File: src/core/tcef_defs.vh
// Register offsets, field positions and timing constants for the tape error-flag block
`ifndef TCEF_DEFS_VH
`define TCEF_DEFS_VH

// ==========================================================
// Register byte offsets
`define TCEF_OFS_CS1 4'h0
`define TCEF_OFS_CS2 4'h4
`define TCEF_OFS_DER 4'h8
`define TCEF_OFS_CTL 4'hc

// ==========================================================
// Drive error register fields
`define TCEF_DER_UNSAFE 14
`define TCEF_DER_DCHK 15

// ==========================================================
// Controller status 2 fields
`define TCEF_CS2_DPAR 8
`define TCEF_CS2_MXF 9
`define TCEF_CS2_OVL 10
`define TCEF_CS2_NOMEM 11
`define TCEF_CS2_NODRV 12
`define TCEF_CS2_XPAR 13
`define TCEF_CS2_CMP 14
`define TCEF_CS2_LATE 15

// ==========================================================
// Controller status 1 fields
`define TCEF_CS1_CPAR 13
`define TCEF_CS1_TRE 14
`define TCEF_CS1_DERR 15

// ==========================================================
// Control register fields
`define TCEF_CTL_CLEAR 0

// ==========================================================
// Timing
`define TCEF_CLK_MHZ 100
`define TCEF_MXF_US 650
`define TCEF_NEM_US 10
`define TCEF_NED_NS 1500
`define TCEF_MXF_CYC (`TCEF_MXF_US * `TCEF_CLK_MHZ)
`define TCEF_NEM_CYC (`TCEF_NEM_US * `TCEF_CLK_MHZ)
`define TCEF_NED_CYC ((`TCEF_NED_NS * `TCEF_CLK_MHZ) / 1000)

// ==========================================================
// Reset values
`define TCEF_RST_16 16'h0000

`endif

File: src/core/tcef_error_flags.v
// Error detection and sticky error flags of the tape controller and drive formatter
//
// Local design decisions: the register offsets and register access over Avalon-MM.
`timescale 1ns/10ps
`include "tcef_defs.vh"

// What this block does
// Drive sets unsafe flag when a command targets an unready transport.
// Drive sets unsafe flag on the power-fail warning input.
// Drive sets data-check flag on a single dropped track in phase-encoded read.
// Drive sets data-check flag when NRZI read cyclic check character mismatches computed one.
// Controller sets data bus parity flag on parity error in read or write-check.
// Controller sets missed transfer flag when drive does not respond within 650 us.
// Controller sets overlapped start flag when a transfer starts while busy.
// Controller sets absent memory flag when memory misses the sync strobe for 10 us.
// Controller sets absent drive flag when register ack misses 1.5 us after request.
// Controller sets transfer parity flag on data parity in write or write-check, or on memory address/control parity.
// Controller sets compare mismatch flag on a write-check word mismatch.
// Controller sets late data flag when it cannot serve a drive transfer demand.
// Controller sets control bus parity flag on parity error reading a drive register.
// Transfer fault summary is the OR of controller status 2 faults and drive error in transfer.
// Every flag stays set until software or a controller clear removes it.
module tcef_error_flags #(
  parameter MXF_CYCLES = `TCEF_MXF_CYC,
  parameter NEM_CYCLES = `TCEF_NEM_CYC,
  parameter NED_CYCLES = `TCEF_NED_CYC
) (
  // Clock and reset
  input wire clock,
  input wire sys_rst,
  // Avalon-MM slave
  input wire [3:0] avs_address,
  input wire avs_read,
  input wire avs_write,
  input wire [31:0] avs_writedata,
  input wire [3:0] avs_byteenable,
  output reg [31:0] avs_readdata,
  output wire avs_waitrequest,
  // Drive side events
  input wire cmd_to_unready_transport,
  input wire power_fail_warning,
  input wire pe_read_active,
  input wire track_dropout,
  input wire nrzi_active,
  input wire check_char_valid,
  input wire [7:0] cyclic_check_character,
  input wire [7:0] computed_check_character,
  // Controller side events
  input wire read_or_wcheck_active,
  input wire write_or_wcheck_active,
  input wire wcheck_active,
  input wire write_active,
  input wire data_bus_parity_err,
  input wire xfer_cmd_issued,
  input wire drive_responded,
  input wire xfer_start_req,
  input wire ctrl_busy,
  input wire dma_active,
  input wire master_sync_strobe,
  input wire mem_slave_sync,
  input wire register_request,
  input wire register_ack,
  input wire ctrl_bus_parity_err,
  input wire drive_reg_read,
  input wire mem_addr_ctl_parity_err,
  input wire tape_word_valid,
  input wire [15:0] tape_word,
  input wire [15:0] mem_word,
  input wire drive_xfer_demand,
  input wire word_available,
  input wire drive_error_in_xfer,
  // Flag outputs
  output wire transfer_fault_summary,
  output wire [15:0] drive_error_register
);

  // ========================================================
  // Bus slave: one wait cycle, answer on the second edge
  reg ack_ff;
  wire req = avs_read | avs_write;
  wire nxt_ack = req & ~ack_ff;
  assign avs_waitrequest = req & ~ack_ff;
  wire wr_take = avs_write & ack_ff;
  wire rd_take = avs_read & ~ack_ff;

  always @(posedge clock) begin
    if (sys_rst) begin
      ack_ff <= 1'b0;
    end else begin
      ack_ff <= nxt_ack;
    end
  end

  // Write-one-to-clear mask for a register, honouring the low byte lanes;
  // bus terms are arguments so the mask follows them whenever they change
  function [15:0] w1c;
    input [3:0] ofs;
    input take;
    input [3:0] adr;
    input [15:0] wdat;
    input [1:0] ben;
    begin
      if (take && adr == ofs) begin
        w1c = wdat & {{8{ben[1]}}, {8{ben[0]}}};
      end else begin
        w1c = 16'h0000;
      end
    end
  endfunction

  // Controller clear pulse from the control register
  wire ctl_clear = wr_take && avs_address == `TCEF_OFS_CTL && avs_byteenable[0] &&
    avs_writedata[`TCEF_CTL_CLEAR];
  wire [15:0] clr_der = w1c(`TCEF_OFS_DER, wr_take, avs_address, avs_writedata[15:0],
    avs_byteenable[1:0]);
  wire [15:0] clr_cs2 = w1c(`TCEF_OFS_CS2, wr_take, avs_address, avs_writedata[15:0],
    avs_byteenable[1:0]);
  wire [15:0] clr_cs1 = w1c(`TCEF_OFS_CS1, wr_take, avs_address, avs_writedata[15:0],
    avs_byteenable[1:0]);

  // Software may only clear flag bits; the summary bit is derived, not stored
  localparam [15:0] DER_W1C = (16'h0001 << `TCEF_DER_UNSAFE) | (16'h0001 << `TCEF_DER_DCHK);
  localparam [15:0] CS2_W1C = 16'hffff << `TCEF_CS2_DPAR;
  localparam [15:0] CS1_W1C = (16'h0001 << `TCEF_CS1_CPAR) | (16'h0001 << `TCEF_CS1_DERR);

  // ========================================================
  // Timeout counters
  reg [31:0] mxf_cnt_ff;
  reg mxf_wait_ff;
  reg [31:0] nem_cnt_ff;
  reg [31:0] ned_cnt_ff;
  reg ned_done_ff;

  wire mxf_to = mxf_wait_ff && !drive_responded && mxf_cnt_ff >= MXF_CYCLES - 1;
  wire nem_to = dma_active && master_sync_strobe && !mem_slave_sync &&
    nem_cnt_ff >= NEM_CYCLES - 1;
  wire ned_to = register_request && !register_ack && !ned_done_ff &&
    ned_cnt_ff >= NED_CYCLES - 1;

  // Timers count whole clock cycles; the defaults assume a 100 MHz clock
  always @(posedge clock) begin
    if (sys_rst) begin
      mxf_cnt_ff <= 32'h00000000;
      mxf_wait_ff <= 1'b0;
    end else begin
      // A new command restarts the wait; a timeout reports once
      if (xfer_cmd_issued) begin
        mxf_wait_ff <= 1'b1;
        mxf_cnt_ff <= 32'h00000000;
      end else if (drive_responded || mxf_to || ctl_clear) begin
        mxf_wait_ff <= 1'b0;
      end else if (mxf_wait_ff) begin
        mxf_cnt_ff <= mxf_cnt_ff + 32'h00000001;
      end
    end
  end

  // A strobe that hangs reports again every period, which is harmless
  // because the flag is sticky
  always @(posedge clock) begin
    if (sys_rst) begin
      nem_cnt_ff <= 32'h00000000;
    end else if (dma_active && master_sync_strobe && !mem_slave_sync && !nem_to) begin
      nem_cnt_ff <= nem_cnt_ff + 32'h00000001;
    end else begin
      nem_cnt_ff <= 32'h00000000;
    end
  end

  always @(posedge clock) begin
    if (sys_rst) begin
      ned_cnt_ff <= 32'h00000000;
      ned_done_ff <= 1'b0;
    end else begin
      // Request must drop before the next one is timed
      if (register_request && !register_ack && !ned_done_ff) begin
        ned_cnt_ff <= ned_cnt_ff + 32'h00000001;
        if (ned_to) begin
          ned_done_ff <= 1'b1;
        end
      end else if (!register_request) begin
        ned_cnt_ff <= 32'h00000000;
        ned_done_ff <= 1'b0;
      end
    end
  end

  // ========================================================
  // Detected events
  wire ev_unsafe = cmd_to_unready_transport | power_fail_warning;
  wire ev_dchk = (pe_read_active & track_dropout) |
    (nrzi_active & check_char_valid & (cyclic_check_character != computed_check_character));
  wire ev_dpar = data_bus_parity_err & read_or_wcheck_active;
  wire ev_ovl = xfer_start_req & ctrl_busy;
  wire ev_xpar = (data_bus_parity_err & write_or_wcheck_active) | mem_addr_ctl_parity_err;
  wire ev_cmp = wcheck_active & tape_word_valid & (tape_word != mem_word);
  wire ev_late = drive_xfer_demand & ~word_available &
    (write_active | read_or_wcheck_active);
  wire ev_cpar = ctrl_bus_parity_err & drive_reg_read;

  // ========================================================
  // Sticky flags: a set in the clear cycle wins
  reg [15:0] der_ff;
  reg [15:0] cs2_ff;
  reg [15:0] cs1_ff;
  reg [15:0] nxt_der;
  reg [15:0] nxt_cs2;
  reg [15:0] nxt_cs1;

  always @* begin
    nxt_der = ctl_clear ? 16'h0000 : (der_ff & ~(clr_der & DER_W1C));
    if (ev_unsafe) begin
      nxt_der[`TCEF_DER_UNSAFE] = 1'b1;
    end
    if (ev_dchk) begin
      nxt_der[`TCEF_DER_DCHK] = 1'b1;
    end
  end

  always @* begin
    nxt_cs2 = ctl_clear ? 16'h0000 : (cs2_ff & ~(clr_cs2 & CS2_W1C));
    if (ev_dpar) begin
      nxt_cs2[`TCEF_CS2_DPAR] = 1'b1;
    end
    if (mxf_to) begin
      nxt_cs2[`TCEF_CS2_MXF] = 1'b1;
    end
    if (ev_ovl) begin
      nxt_cs2[`TCEF_CS2_OVL] = 1'b1;
    end
    if (nem_to) begin
      nxt_cs2[`TCEF_CS2_NOMEM] = 1'b1;
    end
    if (ned_to) begin
      nxt_cs2[`TCEF_CS2_NODRV] = 1'b1;
    end
    if (ev_xpar) begin
      nxt_cs2[`TCEF_CS2_XPAR] = 1'b1;
    end
    if (ev_cmp) begin
      nxt_cs2[`TCEF_CS2_CMP] = 1'b1;
    end
    if (ev_late) begin
      nxt_cs2[`TCEF_CS2_LATE] = 1'b1;
    end
  end

  always @* begin
    nxt_cs1 = ctl_clear ? 16'h0000 : (cs1_ff & ~(clr_cs1 & CS1_W1C));
    if (ev_cpar) begin
      nxt_cs1[`TCEF_CS1_CPAR] = 1'b1;
    end
    if (drive_error_in_xfer) begin
      nxt_cs1[`TCEF_CS1_DERR] = 1'b1;
    end
    nxt_cs1[`TCEF_CS1_TRE] = 1'b0;
  end

  always @(posedge clock) begin
    if (sys_rst) begin
      der_ff <= `TCEF_RST_16;
      cs2_ff <= `TCEF_RST_16;
      cs1_ff <= `TCEF_RST_16;
    end else begin
      der_ff <= nxt_der;
      cs2_ff <= nxt_cs2;
      cs1_ff <= nxt_cs1;
    end
  end

  // Summary is derived, so clearing the causes clears it too; it is built from
  // the next flag values so the pin moves on the same edge as the flags
  reg sum_ff;
  wire nxt_sum = (|nxt_cs2[`TCEF_CS2_LATE:`TCEF_CS2_DPAR]) | nxt_cs1[`TCEF_CS1_DERR];
  always @(posedge clock) begin
    if (sys_rst) begin
      sum_ff <= 1'b0;
    end else begin
      sum_ff <= nxt_sum;
    end
  end
  assign transfer_fault_summary = sum_ff;
  assign drive_error_register = der_ff;

  // ========================================================
  // Read data, registered at the wait-cycle edge, one edge before the accepting edge
  always @(posedge clock) begin
    if (sys_rst) begin
      avs_readdata <= 32'h00000000;
    end else if (rd_take) begin
      case (avs_address)
        `TCEF_OFS_CS1: avs_readdata <= {16'h0000, cs1_ff[15],
          transfer_fault_summary, cs1_ff[13:0]};
        `TCEF_OFS_CS2: avs_readdata <= {16'h0000, cs2_ff};
        `TCEF_OFS_DER: avs_readdata <= {16'h0000, der_ff};
        // Control register is write-only
        `TCEF_OFS_CTL: avs_readdata <= 32'h00000000;
        default: avs_readdata <= 32'h00000000;
      endcase
    end
  end

endmodule

File: config.mk
export PLATFORM = sky130hd
export DESIGN_NAME = tcef_error_flags
export DESIGN_NICKNAME = d
export VERILOG_FILES = /design/src/core/tcef_error_flags.v
export VERILOG_INCLUDE_DIRS = /design/src /design/src/core
export SDC_FILE = /design/constraint.sdc
export NUM_CORES = 1
export LEC_CHECK = 0
export BUFFER_PORTS_ARGS = -buffer_cell sky130_fd_sc_hd__buf_2
export CORE_UTILIZATION = 45
export CTS_CLUSTER_SIZE = 30
export DETAILED_ROUTE_END_ITERATION = 6
export PLACE_DENSITY = 0.75
export SETUP_SLACK_MARGIN = 0.5
export SKIP_LAST_GASP = 1
export SYNTH_ARGS = -nofsm -noshare
export SYNTH_HDL_FRONTEND = slang
export SYNTH_SLANG_ARGS = --single-unit
File: constraint.sdc
create_clock -name clock -period 3.1 [get_ports clock]
set_input_delay 0 -clock clock [delete_from_list [all_inputs] [get_ports clock]]
set_output_delay 0 -clock clock [all_outputs]
set_load 0.02 [all_outputs]
==> run summary, run 1 <==
Global-route track usage on met3: 0.06315. The cell at the root of the clock tree was clkbuf_16. Detailed placement ended at an HPWL of 8744 µm.

The synthesis-stage register bit count was 120; the count of distinct cell types in the synthesized netlist was 56. The leakage component of the power was 0.002763 µW; the ratio of total power to cell area was 570.1 nW/µm². Counting instances, the worst hold path has a depth of 4. The final cycle utilization of the critical path is 0.7334. STA puts the critical path data required time at 3400 ps.

The die covers 12510 µm². Detailed-router iteration count before antenna repair: 7. The total of warnings raised by yosys was 0; the growth of design area from synthesis to finish was 26.84%. The busiest layer in global routing was met2.

The total wire length was 12440 µm. The number of diodes is 0. The tools report the via count of the first global-routing pass as 4607.

Port buffering added 105 buffers. The filler cells instantiated in the layout total 981. In this run the post-CTS setup repair buffer count came out at 0. For hold timing, the worst endpoint is cs2_ff[15]. The vertical die dimension is 111.9 µm, and the clock period minus final worst setup slack is 2273 ps. The die is 111.9 µm wide. In the post-synthesis netlist, the biggest area contributors are dfxtp_1 (44%), nor2_1 (5.6%), buf_4 (5.4%). After detailed routing, the average wire length per cell comes to 13.55 µm. For the maximum number of buffers from clock root to sink, the log shows 2. Clock skew on the completed layout was measured at 8.081 ps. Post-CTS clock slew at the launch and capture registers of the worst setup and hold paths: 50 ps.

Across the whole layout, storage elements account for 2402 µm². The synthesized design spends more area on one cell type than any other, namely dfxtp_1. For the area of all placed cells without fillers, the log shows 6888 µm².

The worst register-to-register path begins at mxf_cnt_ff[0]. The multi-input combinational cells in the finished layout cover a total of 2851 µm². The checks that failed: DRC.

The startpoint identified for the worst hold timing path is avs_writedata[15]. The count of cells along the worst register-to-register path works out to 7. After floorplanning, the core was sized to cover 11560 µm². The maximum ir drop on the vdd rail is 0.0003536 V, and the ratio of cells with drive above 1 in the final layout is 0.2129. The run finished, with violations left.

Routability-driven placement finished with a final weighted congestion of 0.8639. Number of maximum-capacitance constraint violations: 0. The most used standard cell by instance count after synthesis is dfxtp_1. The critical path startpoint category was a flip-flop. The setup check on the worst reg-to-reg path leaves a slack of 830 ps. For the I/O pin total, the log shows 169. Entering global routing, the biggest net connects 44 pins.

The initial core utilization was 0.4695. The portion of synthesized cell area occupied by the leading cell type is 0.4424, and the total number of H-tree levels is 4. The logs give 20560 µm for the wire length of the first global-routing pass and 5430 µm² for the post-synthesis instance area.

The global-route met2 utilization was 0.3602; the clock latency of the later-clocked register in the worst-skew pair was 410 ps. Counting flops with a built-in enable in the synthesized netlist gives 0. Async set-reset flop share out of synthesis: 0.

The most instantiated flip-flop cell in the synthesis netlist is dfxtp_1. The tools report the number of buffers inserted during clock tree synthesis as 17. Setup repair after global routing left no endpoint under its margin. In this run the remaining antenna-violating nets after routing total 0. The final count of pins violating max slew came out at 0. The total track usage is 0.2073. The largest fanout on the critical path was 12; the routed via count was 4775. The actual transition at the worst max-transition pin was 806.1 ps; the number of hold violations in the final report was 0. The critical path class was flip-flop to flip-flop. TritonCTS built the clock tree. For the post-placement cell area, the log shows 5996 µm². For the violation count after the first detailed-routing iteration, the log shows 337. Row generation in the floorplan step produced 39 rows. The number of sinks driven by the clock tree is 120. After synthesis, the most frequently instantiated cells are dfxtp_1 (120), nor2_1 (81), nand2_1 (53). Summed over all layers, the global routing overflow is 0. The logs give 8 for the final routed DRC violation total and 2580 ps for the signal arrival time at the worst endpoint. The worst hold path belongs to the class primary input to flip-flop. The run gives 0 as the initial antenna violation count. Setup violations remaining at the end of the flow were counted as 0.

The logs give 439.9 MHz for the maximum operating frequency and 0 ps for the final sum of negative setup slack. Synthesis handed over a netlist of 609 instances. Final-stage net count: 886.

The via-per-instance ratio works out to 5.202. Dividing the synthesized area by the synthesized cell count gives 8.917 µm². The worst-case headroom to the max-slew limit is 0.4606, and the sequential-to-total area share from yosys stat is 0.4424. For the met1 capacity usage during global routing, the log shows 0.2324. In this run the critical register-to-register path is captured at mxf_cnt_ff[13]. STA classifies the critical path endpoint as a flip-flop.
==> worst max-delay path by stage <==
| stage | start | to | slack, ps | depth (start not counted) |
|---|---|---|---|---|
| floorplan | mxf_cnt_ff[0] | mxf_cnt_ff[9] | 1190 | 8 |
| global placement | ned_cnt_ff[2] | ned_cnt_ff[24] | 980 | 6 |
| detailed placement | mxf_cnt_ff[0] | mxf_cnt_ff[13] | 880 | 7 |
| CTS | mxf_cnt_ff[0] | mxf_cnt_ff[13] | 850 | 7 |
| global route | mxf_cnt_ff[0] | mxf_cnt_ff[13] | 670 | 7 |
| finish | mxf_cnt_ff[0] | mxf_cnt_ff[13] | 830 | 7 |
==> cell usage in the layout, fill, tap and decap left out, types with 6 or more instances in the layout <==
cell type      synthesis  final
dfxtp_1              120    120
buf_2                  3    105
nor2_1                81     81
conb_1                 1     60
nand2_1               53     53
xor2_1                27     27
dlygate4sd3_1          0     26
nand3_1               22     22
a21oi_1               20     20
nor4_1                20     20
nand4_1               19     19
xnor2_1               19     19
and2_1                19     19
clkbuf_16              0     17
mux2_2                15     15
o21ai_0               14     14
a31oi_1               14     14
or3_1                 10     10
and4_1                 8      8
nor3_1                 8      8
o211ai_1               8      8
a22oi_1                7      7
and3_1                 7      7
inv_1                  6      6
==> per-stage QoR <==
stage          setup slack [ps]    util  total power, µW  hold WS, ps  instances
3_5_place_dp              883.2  0.5184             1856        234.3        860
3_3_place_gp              980.4  0.5184             1849        225.5        860
5_1_grt                   667.4  0.5956             4056        41.56        918
6_report                  826.6  0.5956             3926        24.76        918
4_1_cts                   852.5  0.5956             3954        5.844        918
2_1_floorplan              1189       -             1797        124.6        668
==> per-layer routing <==
layer	part of all wire	wire length (µm)
met5	0	0
met3	0.046	567
met1	0.42	5192
met2	0.52	6492
met4	0.015	190
==> critical path, stage by stage (launching register included) <==
cell      delay [ps]
dfxtp_1          330
ha_1             240
a211oi_1         250
o21bai_1         150
a211o_1          460
nor2_1           360
a31oi_1          150
a41o_1           220
==> flip-flops by register name (all words and copies together) (netlist names) <==
name	count
ack_ff	1
avs_readdata	8
cs1_ff	2
cs2_ff	8
drive_error_register	2
mxf_cnt_ff	32
mxf_wait_ff	1
ned_cnt_ff	32
ned_done_ff	1
nem_cnt_ff	32
transfer_fault_summary	1
==> cell type report <==
cell class,count,share of cell area
well taps,143,0.02598
repair buffers,133,0.1163
multi-input cells,484,0.4140
flip-flops and latches,120,0.3488
inverters,6,0.003270
clock inverters,11,0.02489
clock buffers,21,0.06685
==> repair_timing <==
action / in CTS / in global routing
setup endpoints to repair: 0 / 0
resized for setup: 0 / 0
endpoints found under the hold margin: 24 / 0
hold buffers: 26 / 0
==> kinds of logic (layout without fill, tap and decap cells) <==
group           Yosys count  in the layout  share of synthesized area
other cells               1             60                  0.0006906
simple gates            274            274                     0.2641
compound gates           80             80                    0.09539
mux                      19             19                    0.03848
buf+inv                  64            171                    0.07327
xor+xnor                 46             46                    0.07419
fa+ha+maj                 5              5                    0.01152
flops                   120            120                     0.4424
==> power by group <==
group | switching, µW | total, µW | internal (µW)
logic | 156 | 270 | 114
registers | 15.0 | 1590 | 1570
clock network | 682 | 2070 | 1390
(Power assumes the default switching activity.)
==> run 2: changes to the inputs <==
- clock period: 3.1 -> 2.38 ns (I/O delays scaled with it)
==> run 2 against run 1 <==
Clock skew about the same. Final area is 9.6% higher. Register-to-register slack lost 470 ps. Critical path depth shrank 1. The flow still finishes with violations (DRC). Wire length up 24%. Total power rose by 29%.
==> run summary, run 2 (same netlist as run 1, synthesis figures left out) <==
The number of maximum-capacitance constraint violations was 0. TritonCTS built the clock tree. Once detail routing completed, the nets flagged for antenna violations numbered 0. The run gives 915 as the final-stage net count. The routed design has 15450 µm of wire. In this run the static leakage power is 0.003039 µW. Measured along the y axis, the die boundary spans 111.9 µm. For the total track usage, the log shows 0.2379.

Routability-driven placement finished with a final weighted congestion of 0.8603. The worst-case headroom to the max-slew limit is 0.4556. For the clock latency of the later-clocked register in the worst-skew pair, the log shows 420 ps. The growth of design area from synthesis to finish was 39.03%; the post-route clock skew was 8.301 ps. In the final layout, the registers with the most flip-flops are mxf_cnt_ff x32, ned_cnt_ff x32, nem_cnt_ff x32. For the final count of pins violating max slew, the log shows 0. Most common library cell in the layout ignoring fill and taps: buf_2. Horizontal die dimension: 111.9 µm.

Port buffering added 105 buffers. The number of hold violations in the final report is 0. The logs give 7 for the detailed-router iteration count before antenna repair and 493.8 MHz for the maximum operating frequency. Global routing finished with a remaining overflow of 0. The post-CTS clock slew at the launch and capture registers of the worst setup and hold paths is 60 ps. In the layout the commonest cells are buf_2 (105), dfxtp_1 (97), nor2_1 (73), conb_1 (60), nand2_1 (53). The logs give 0 ps for the final sum of negative setup slack and 5159 for the routed via count.

Clock period minus final worst setup slack: 2025 ps. The via-per-instance ratio was 5.448; the ratio of cells with drive above 1 in the final layout was 0.3284. STA classifies the critical path startpoint as a flip-flop. Dividing the detail-routed wire length by the instance count gives 16.32 µm. The largest fanout on the critical path is 5, and the total number of H-tree levels is 4. For the worst setup path, the data required time is 2740 ps. The I/O pin total was 169.

The run gives 33.77 ps as the final worst hold slack. VDD sags by at most 0.0005283 V. The checks that failed: DRC. For the initial antenna violation count, the log shows 0.

The flow ran to the end, but the final reports show violations. The die covers 12510 µm². Initial core utilization: 0.4695. The kind of capture point of the worst setup path is a flip-flop. STA puts the critical path data arrival time at 2380 ps.

The run gives 2 as the maximum number of buffers from clock root to sink. The row count was 39. The number of clock buffers added by TritonCTS is 17. Setup repair after global routing could not meet its margin everywhere. Entering global routing, the biggest net connects 54 pins. The violation count after the first detailed-routing iteration was 317; the final cycle utilization of the critical path was 0.8509. The tree built by TritonCTS fans out to 120 sinks. For this run, design rule violations remaining after detail routing come to 9. The first global-routing pass estimated 23330 µm of wire. The placeable core area is 11560 µm², and the filler cell count in the final layout is 829. The actual transition at the worst max-transition pin is 813.6 ps, and the count of endpoints failing setup in the final report is 0. The critical path is of the flip-flop to flip-flop type.

For this design the ratio of total power to cell area is 669.3 nW/µm². The final cell utilization of the core was 0.6528. The number of antenna diodes in the final layout is 0.

The logs give 8817 µm for the HPWL after detailed placement and 4894 for the via count of the first global-routing pass. The class of the tightest hold or removal check was primary input to flip-flop. The cell at the root of the clock tree was clkbuf_16.
## run 2: cell count changes in the layout (fill, tap and decap cells not counted), sizes merged
cell	previous run	this run
clkinvlp	2	5
clkbuf	21	20
or4	2	3
buf	107	130
bufinv	4	2
clkinv	5	3
a211o	2	3
dlygate4sd3	26	30
inv	6	8
## run 2: area by class of cell
cell class	instances	area [µm²]	area share
multi-input cells	486	3261	0.4319
clock inverters	12	141.4	0.01873
flip-flops and latches	120	2466	0.3266
inverters	6	22.52	0.002983
well taps	143	178.9	0.02370
repair buffers	160	1013	0.1342
clock buffers	20	466.7	0.06182
## run 2: where the power goes
| group | switching [µW] | internal [µW] |
|---|---|---|
| registers | 26.3 | 2030 |
| logic | 226 | 161 |
| clock network | 973 | 1630 |
| total | 1230 | 3830 |
## run 2: worst max-delay path, stage by stage, from the launching register on
cell	delay [ps]
dfxtp_2	340
nor4_4	290
nand4_1	240
a41oi_2	260
nand3_2	140
or4_4	580
nor2_4	110
## run 2: worst paths after layout
check | from | endpoint | slack (ps) | cells past startpoint
setup reg to reg | nem_cnt_ff[15] | nem_cnt_ff[7] | 350 | 6
setup / recovery | nem_cnt_ff[15] | nem_cnt_ff[7] | 350 | 6
hold / removal | avs_writedata[13] | cs1_ff[13] | 30 | 4
hold reg to reg | nem_cnt_ff[0] | nem_cnt_ff[0] | 460 | 1
## run 2: stage by stage
stage          cells  worst slack, ps  total power (µW)  instance area (µm²)
6_report         947            354.8              5053                 7550
5_1_grt          947            304.5              5212                 7550
4_1_cts          929            431.8              5046                 7198
3_5_place_dp     862            182.9              2422                 6020
3_3_place_gp     862            258.4              2412                 6020
2_1_floorplan    668            482.9              2342                 5665
## run 2: layer usage
metal,track usage,vias to the layer above,wire length [µm]
met3,0.06641,44,1012
met2,0.4211,263,8049
li1,-,2424,-
met1,0.2682,2428,5938
met4,0.09820,0,454
met5,0,-,0
## run 2: timing repair
| item | CTS | global route |
|---|---|---|
| endpoints found under the setup margin | 33 | 40 |
| gates resized for setup | 55 | 52 |
| pin swaps | 33 | 33 |
| gates cloned | 2 | 0 |
| hold endpoints to repair | 24 | 0 |
| hold buffers | 30 | 0 |
| setup buffers | 3 | 18 |
==> run 3: changes to the inputs <==
- clock period: 2.38 -> 2.6 ns (I/O delays scaled with it)
==> run 3 against run 2 <==
Critical path depth increased by 1. Clock power about the same. Non-clock buffer count fell by 23. Final cell count is 2.5% lower. The flow still finishes with violations (DRC). Fmax shrank 3.8%. Global-route usage shrank 2.7 points. Largest power group unchanged.
==> run summary, run 3 (same netlist as run 1, synthesis figures left out) <==
The critical path is of the flip-flop to flip-flop type. TritonCTS created 17 clock buffers. In the final timing run, aggregate negative setup slack is 0 ps. The number of buffers and inverters on the critical path is 0. The run finished, with violations left. The post-detailed-route wirelength per cell works out to 13.98 µm. The logs give 1044 µW for the switching power and 0.2110 for the total track usage. The I/O pin total came out at 169.

In this run the power density over the cells is 686.0 nW/µm². The final cell utilization of the core is 0.6087. The internal portion of the total power is 3785 µW. The largest single stage delay on the critical path is 420 ps. The run gives 0 as the final count of pins violating max slew. Leaving out fill and tap cells, the most frequent cell in the layout is dfxtp_1. The clock arrives with 8.198 ps of skew. The pin count of the biggest net entering global routing was 54; the remaining global-route overflow was 0. The cell at the root of the clock tree is clkbuf_16. The post-CTS clock slew at the launch and capture registers of the worst setup and hold paths came out at 60 ps. At the pin with the least slew margin, the transition time is 860.3 ps. Counting buffers and inverters, the worst setup path is 7 cells deep. The run gives 4837 as the routed via count. The final cycle utilization of the critical path is 0.8101, and the maximum number of buffers from clock root to sink is 2.

The count of cells along the worst register-to-register path works out to 7. The tools report the kind of capture point of the worst setup path as a flip-flop. Routability-driven placement finished with a final weighted congestion of 0.8594. The signal arrival time at the worst endpoint was 2400 ps; the count of nets left with antenna violations after detail routing was 0. Largest fanout on the critical path: 7.

Leaving out fill and tap cells, the most frequent cells in the layout are dfxtp_1 (119), buf_2 (105), nor2_1 (80), conb_1 (60), nand2_1 (52). Across all hold checks on the routed design, the worst slack comes to 16.27 ps. The largest registers in the layout are mxf_cnt_ff x32, ned_cnt_ff x32, nem_cnt_ff x32. The sequential share of power was 0.392.

The ratio of cells with drive above 1 in the final layout is 0.2413, and the number of sinks driven by the clock tree is 120. The later pin in the worst-skew pair is clocked with a latency of 420 ps. Via-per-instance ratio: 5.241. The tools report the violation count after the first detailed-routing iteration as 433. For the worst setup path, the data required time is 2890 ps. After the last flow step, the layout net total stands at 890.

Worst-case headroom to the max-slew limit: 0.4244. The filler cell count in the final layout came out at 932. Setup repair after global routing could not meet its margin everywhere. The checks that failed: DRC.

Initial antenna violation count: 1. The row count was 39; the maximum ir drop on the vdd rail was 0.0004657 V. The critical path startpoint category is a flip-flop.

Traced cell by cell, the critical path runs through ha_1 -> a211oi_2 -> o21bai_2 -> a211o_4 -> nor4_2 -> xnor2_1 -> nor2_1. The tool flagged a number of max-cap violations equal to 0. The floorplan step defined a die boundary enclosing 12510 µm².

The leakage component of the power is 0.002827 µW, and the switching power share of the total is 0.2162. The cell with the biggest individual delay on the critical path was a211o_4. After detailed routing, the number of remaining DRC violations is 10. In the final layout, flip-flops and latches occupy 2404 µm². The total wire length is 12910 µm.

The via count of the first global-routing pass was 4637. The first detailed-routing pass took 7 iterations. Setup violations remaining at the end of the flow were counted as 0. From synthesis to final layout, the design area changed by 29.63%. Counting I/O delays and the setup requirement, the final critical path takes 2106 ps.

The placeable core area was 11560 µm²; the wire length of the first global-routing pass was 20880 µm. The vertical die dimension was 111.9 µm. The relative contribution of the clock network to total power is 0.540, and the area of combinational cells with multiple inputs is 2940 µm². The share of power burned in combinational logic is 0.068. Static timing analysis puts the maximum clock frequency at 474.8 MHz. Along the worst hold path, the cell count comes to 4. For the initial core utilization, the log shows 0.4695.

The min-delay analysis places its worst path in the category primary input to flip-flop. The number of buffers inserted by port buffering works out to 105. The HPWL after detailed placement is 8720 µm. The family with the most delay on the worst path was compound AO/OA/AOI/OAI gates.

The die is 111.9 µm wide. For the number of hold violations in the final report, the log shows 0. TritonCTS built the clock tree.

The tools report the total number of H-tree levels as 4.
-- run 3: metrics by stage --
| step | area, µm² | total power (µW) | setup WS (ps) | cells |
|---|---|---|---|---|
| 2_1_floorplan | 5652 | 2143 | 688.8 | 668 |
| 3_3_place_gp | 6003 | 2203 | 489.2 | 861 |
| 3_5_place_dp | 6003 | 2213 | 427.3 | 861 |
| 4_1_cts | 6940 | 4843 | 506.9 | 919 |
| 5_1_grt | 7039 | 4983 | 425.9 | 923 |
| 6_report | 7039 | 4829 | 493.7 | 923 |
-- run 3: per-layer routing --
metal  wire, µm  global-route usage
met1       5235              0.2412
met2       6655              0.3545
met3        656             0.06369
met4        358              0.1117
met5          0                   0
-- run 3: worst paths after layout --
kind	end	from	slack, ps
setup reg to reg	mxf_cnt_ff[9]	mxf_cnt_ff[0]	490
setup / recovery	mxf_cnt_ff[9]	mxf_cnt_ff[0]	490
hold / removal	nem_cnt_ff[1]	master_sync_strobe	20
hold reg to reg	mxf_cnt_ff[27]	mxf_cnt_ff[27]	460
-- run 3: cell type report --
| class | instances | area share |
|---|---|---|
| well taps | 143 | 0.02542 |
| flip-flops and latches | 120 | 0.3415 |
| inverters | 6 | 0.003199 |
| clock inverters | 12 | 0.02791 |
| diodes | 1 | 0.0003555 |
| multi-input cells | 484 | 0.4177 |
| repair buffers | 137 | 0.1177 |
| clock buffers | 20 | 0.06630 |
-- run 3: timing repair --
action / 4_1_cts / 5_1_grt
setup buffers: 0 / 3
gates resized for setup: 4 / 15
setup endpoints to repair: 10 / 17
hold buffers: 26 / 0
endpoints found under the hold margin: 25 / 0
pin swaps: 0 / 2
-- run 3: power by group through the flow --
stage	logic [µW]	clock network, µW	registers [µW]
2_1_floorplan	213	0	1930
3_3_place_gp	275	0	1930
3_5_place_dp	282	0	1930
4_1_cts	319	2630	1890
5_1_grt	359	2730	1890
6_report	329	2610	1890
-- run 3: tightest hold or removal path, stage by stage --
cell and delay (ps):
buf_2 100, nand2_1 70, or4_4 180, nor2_1 40
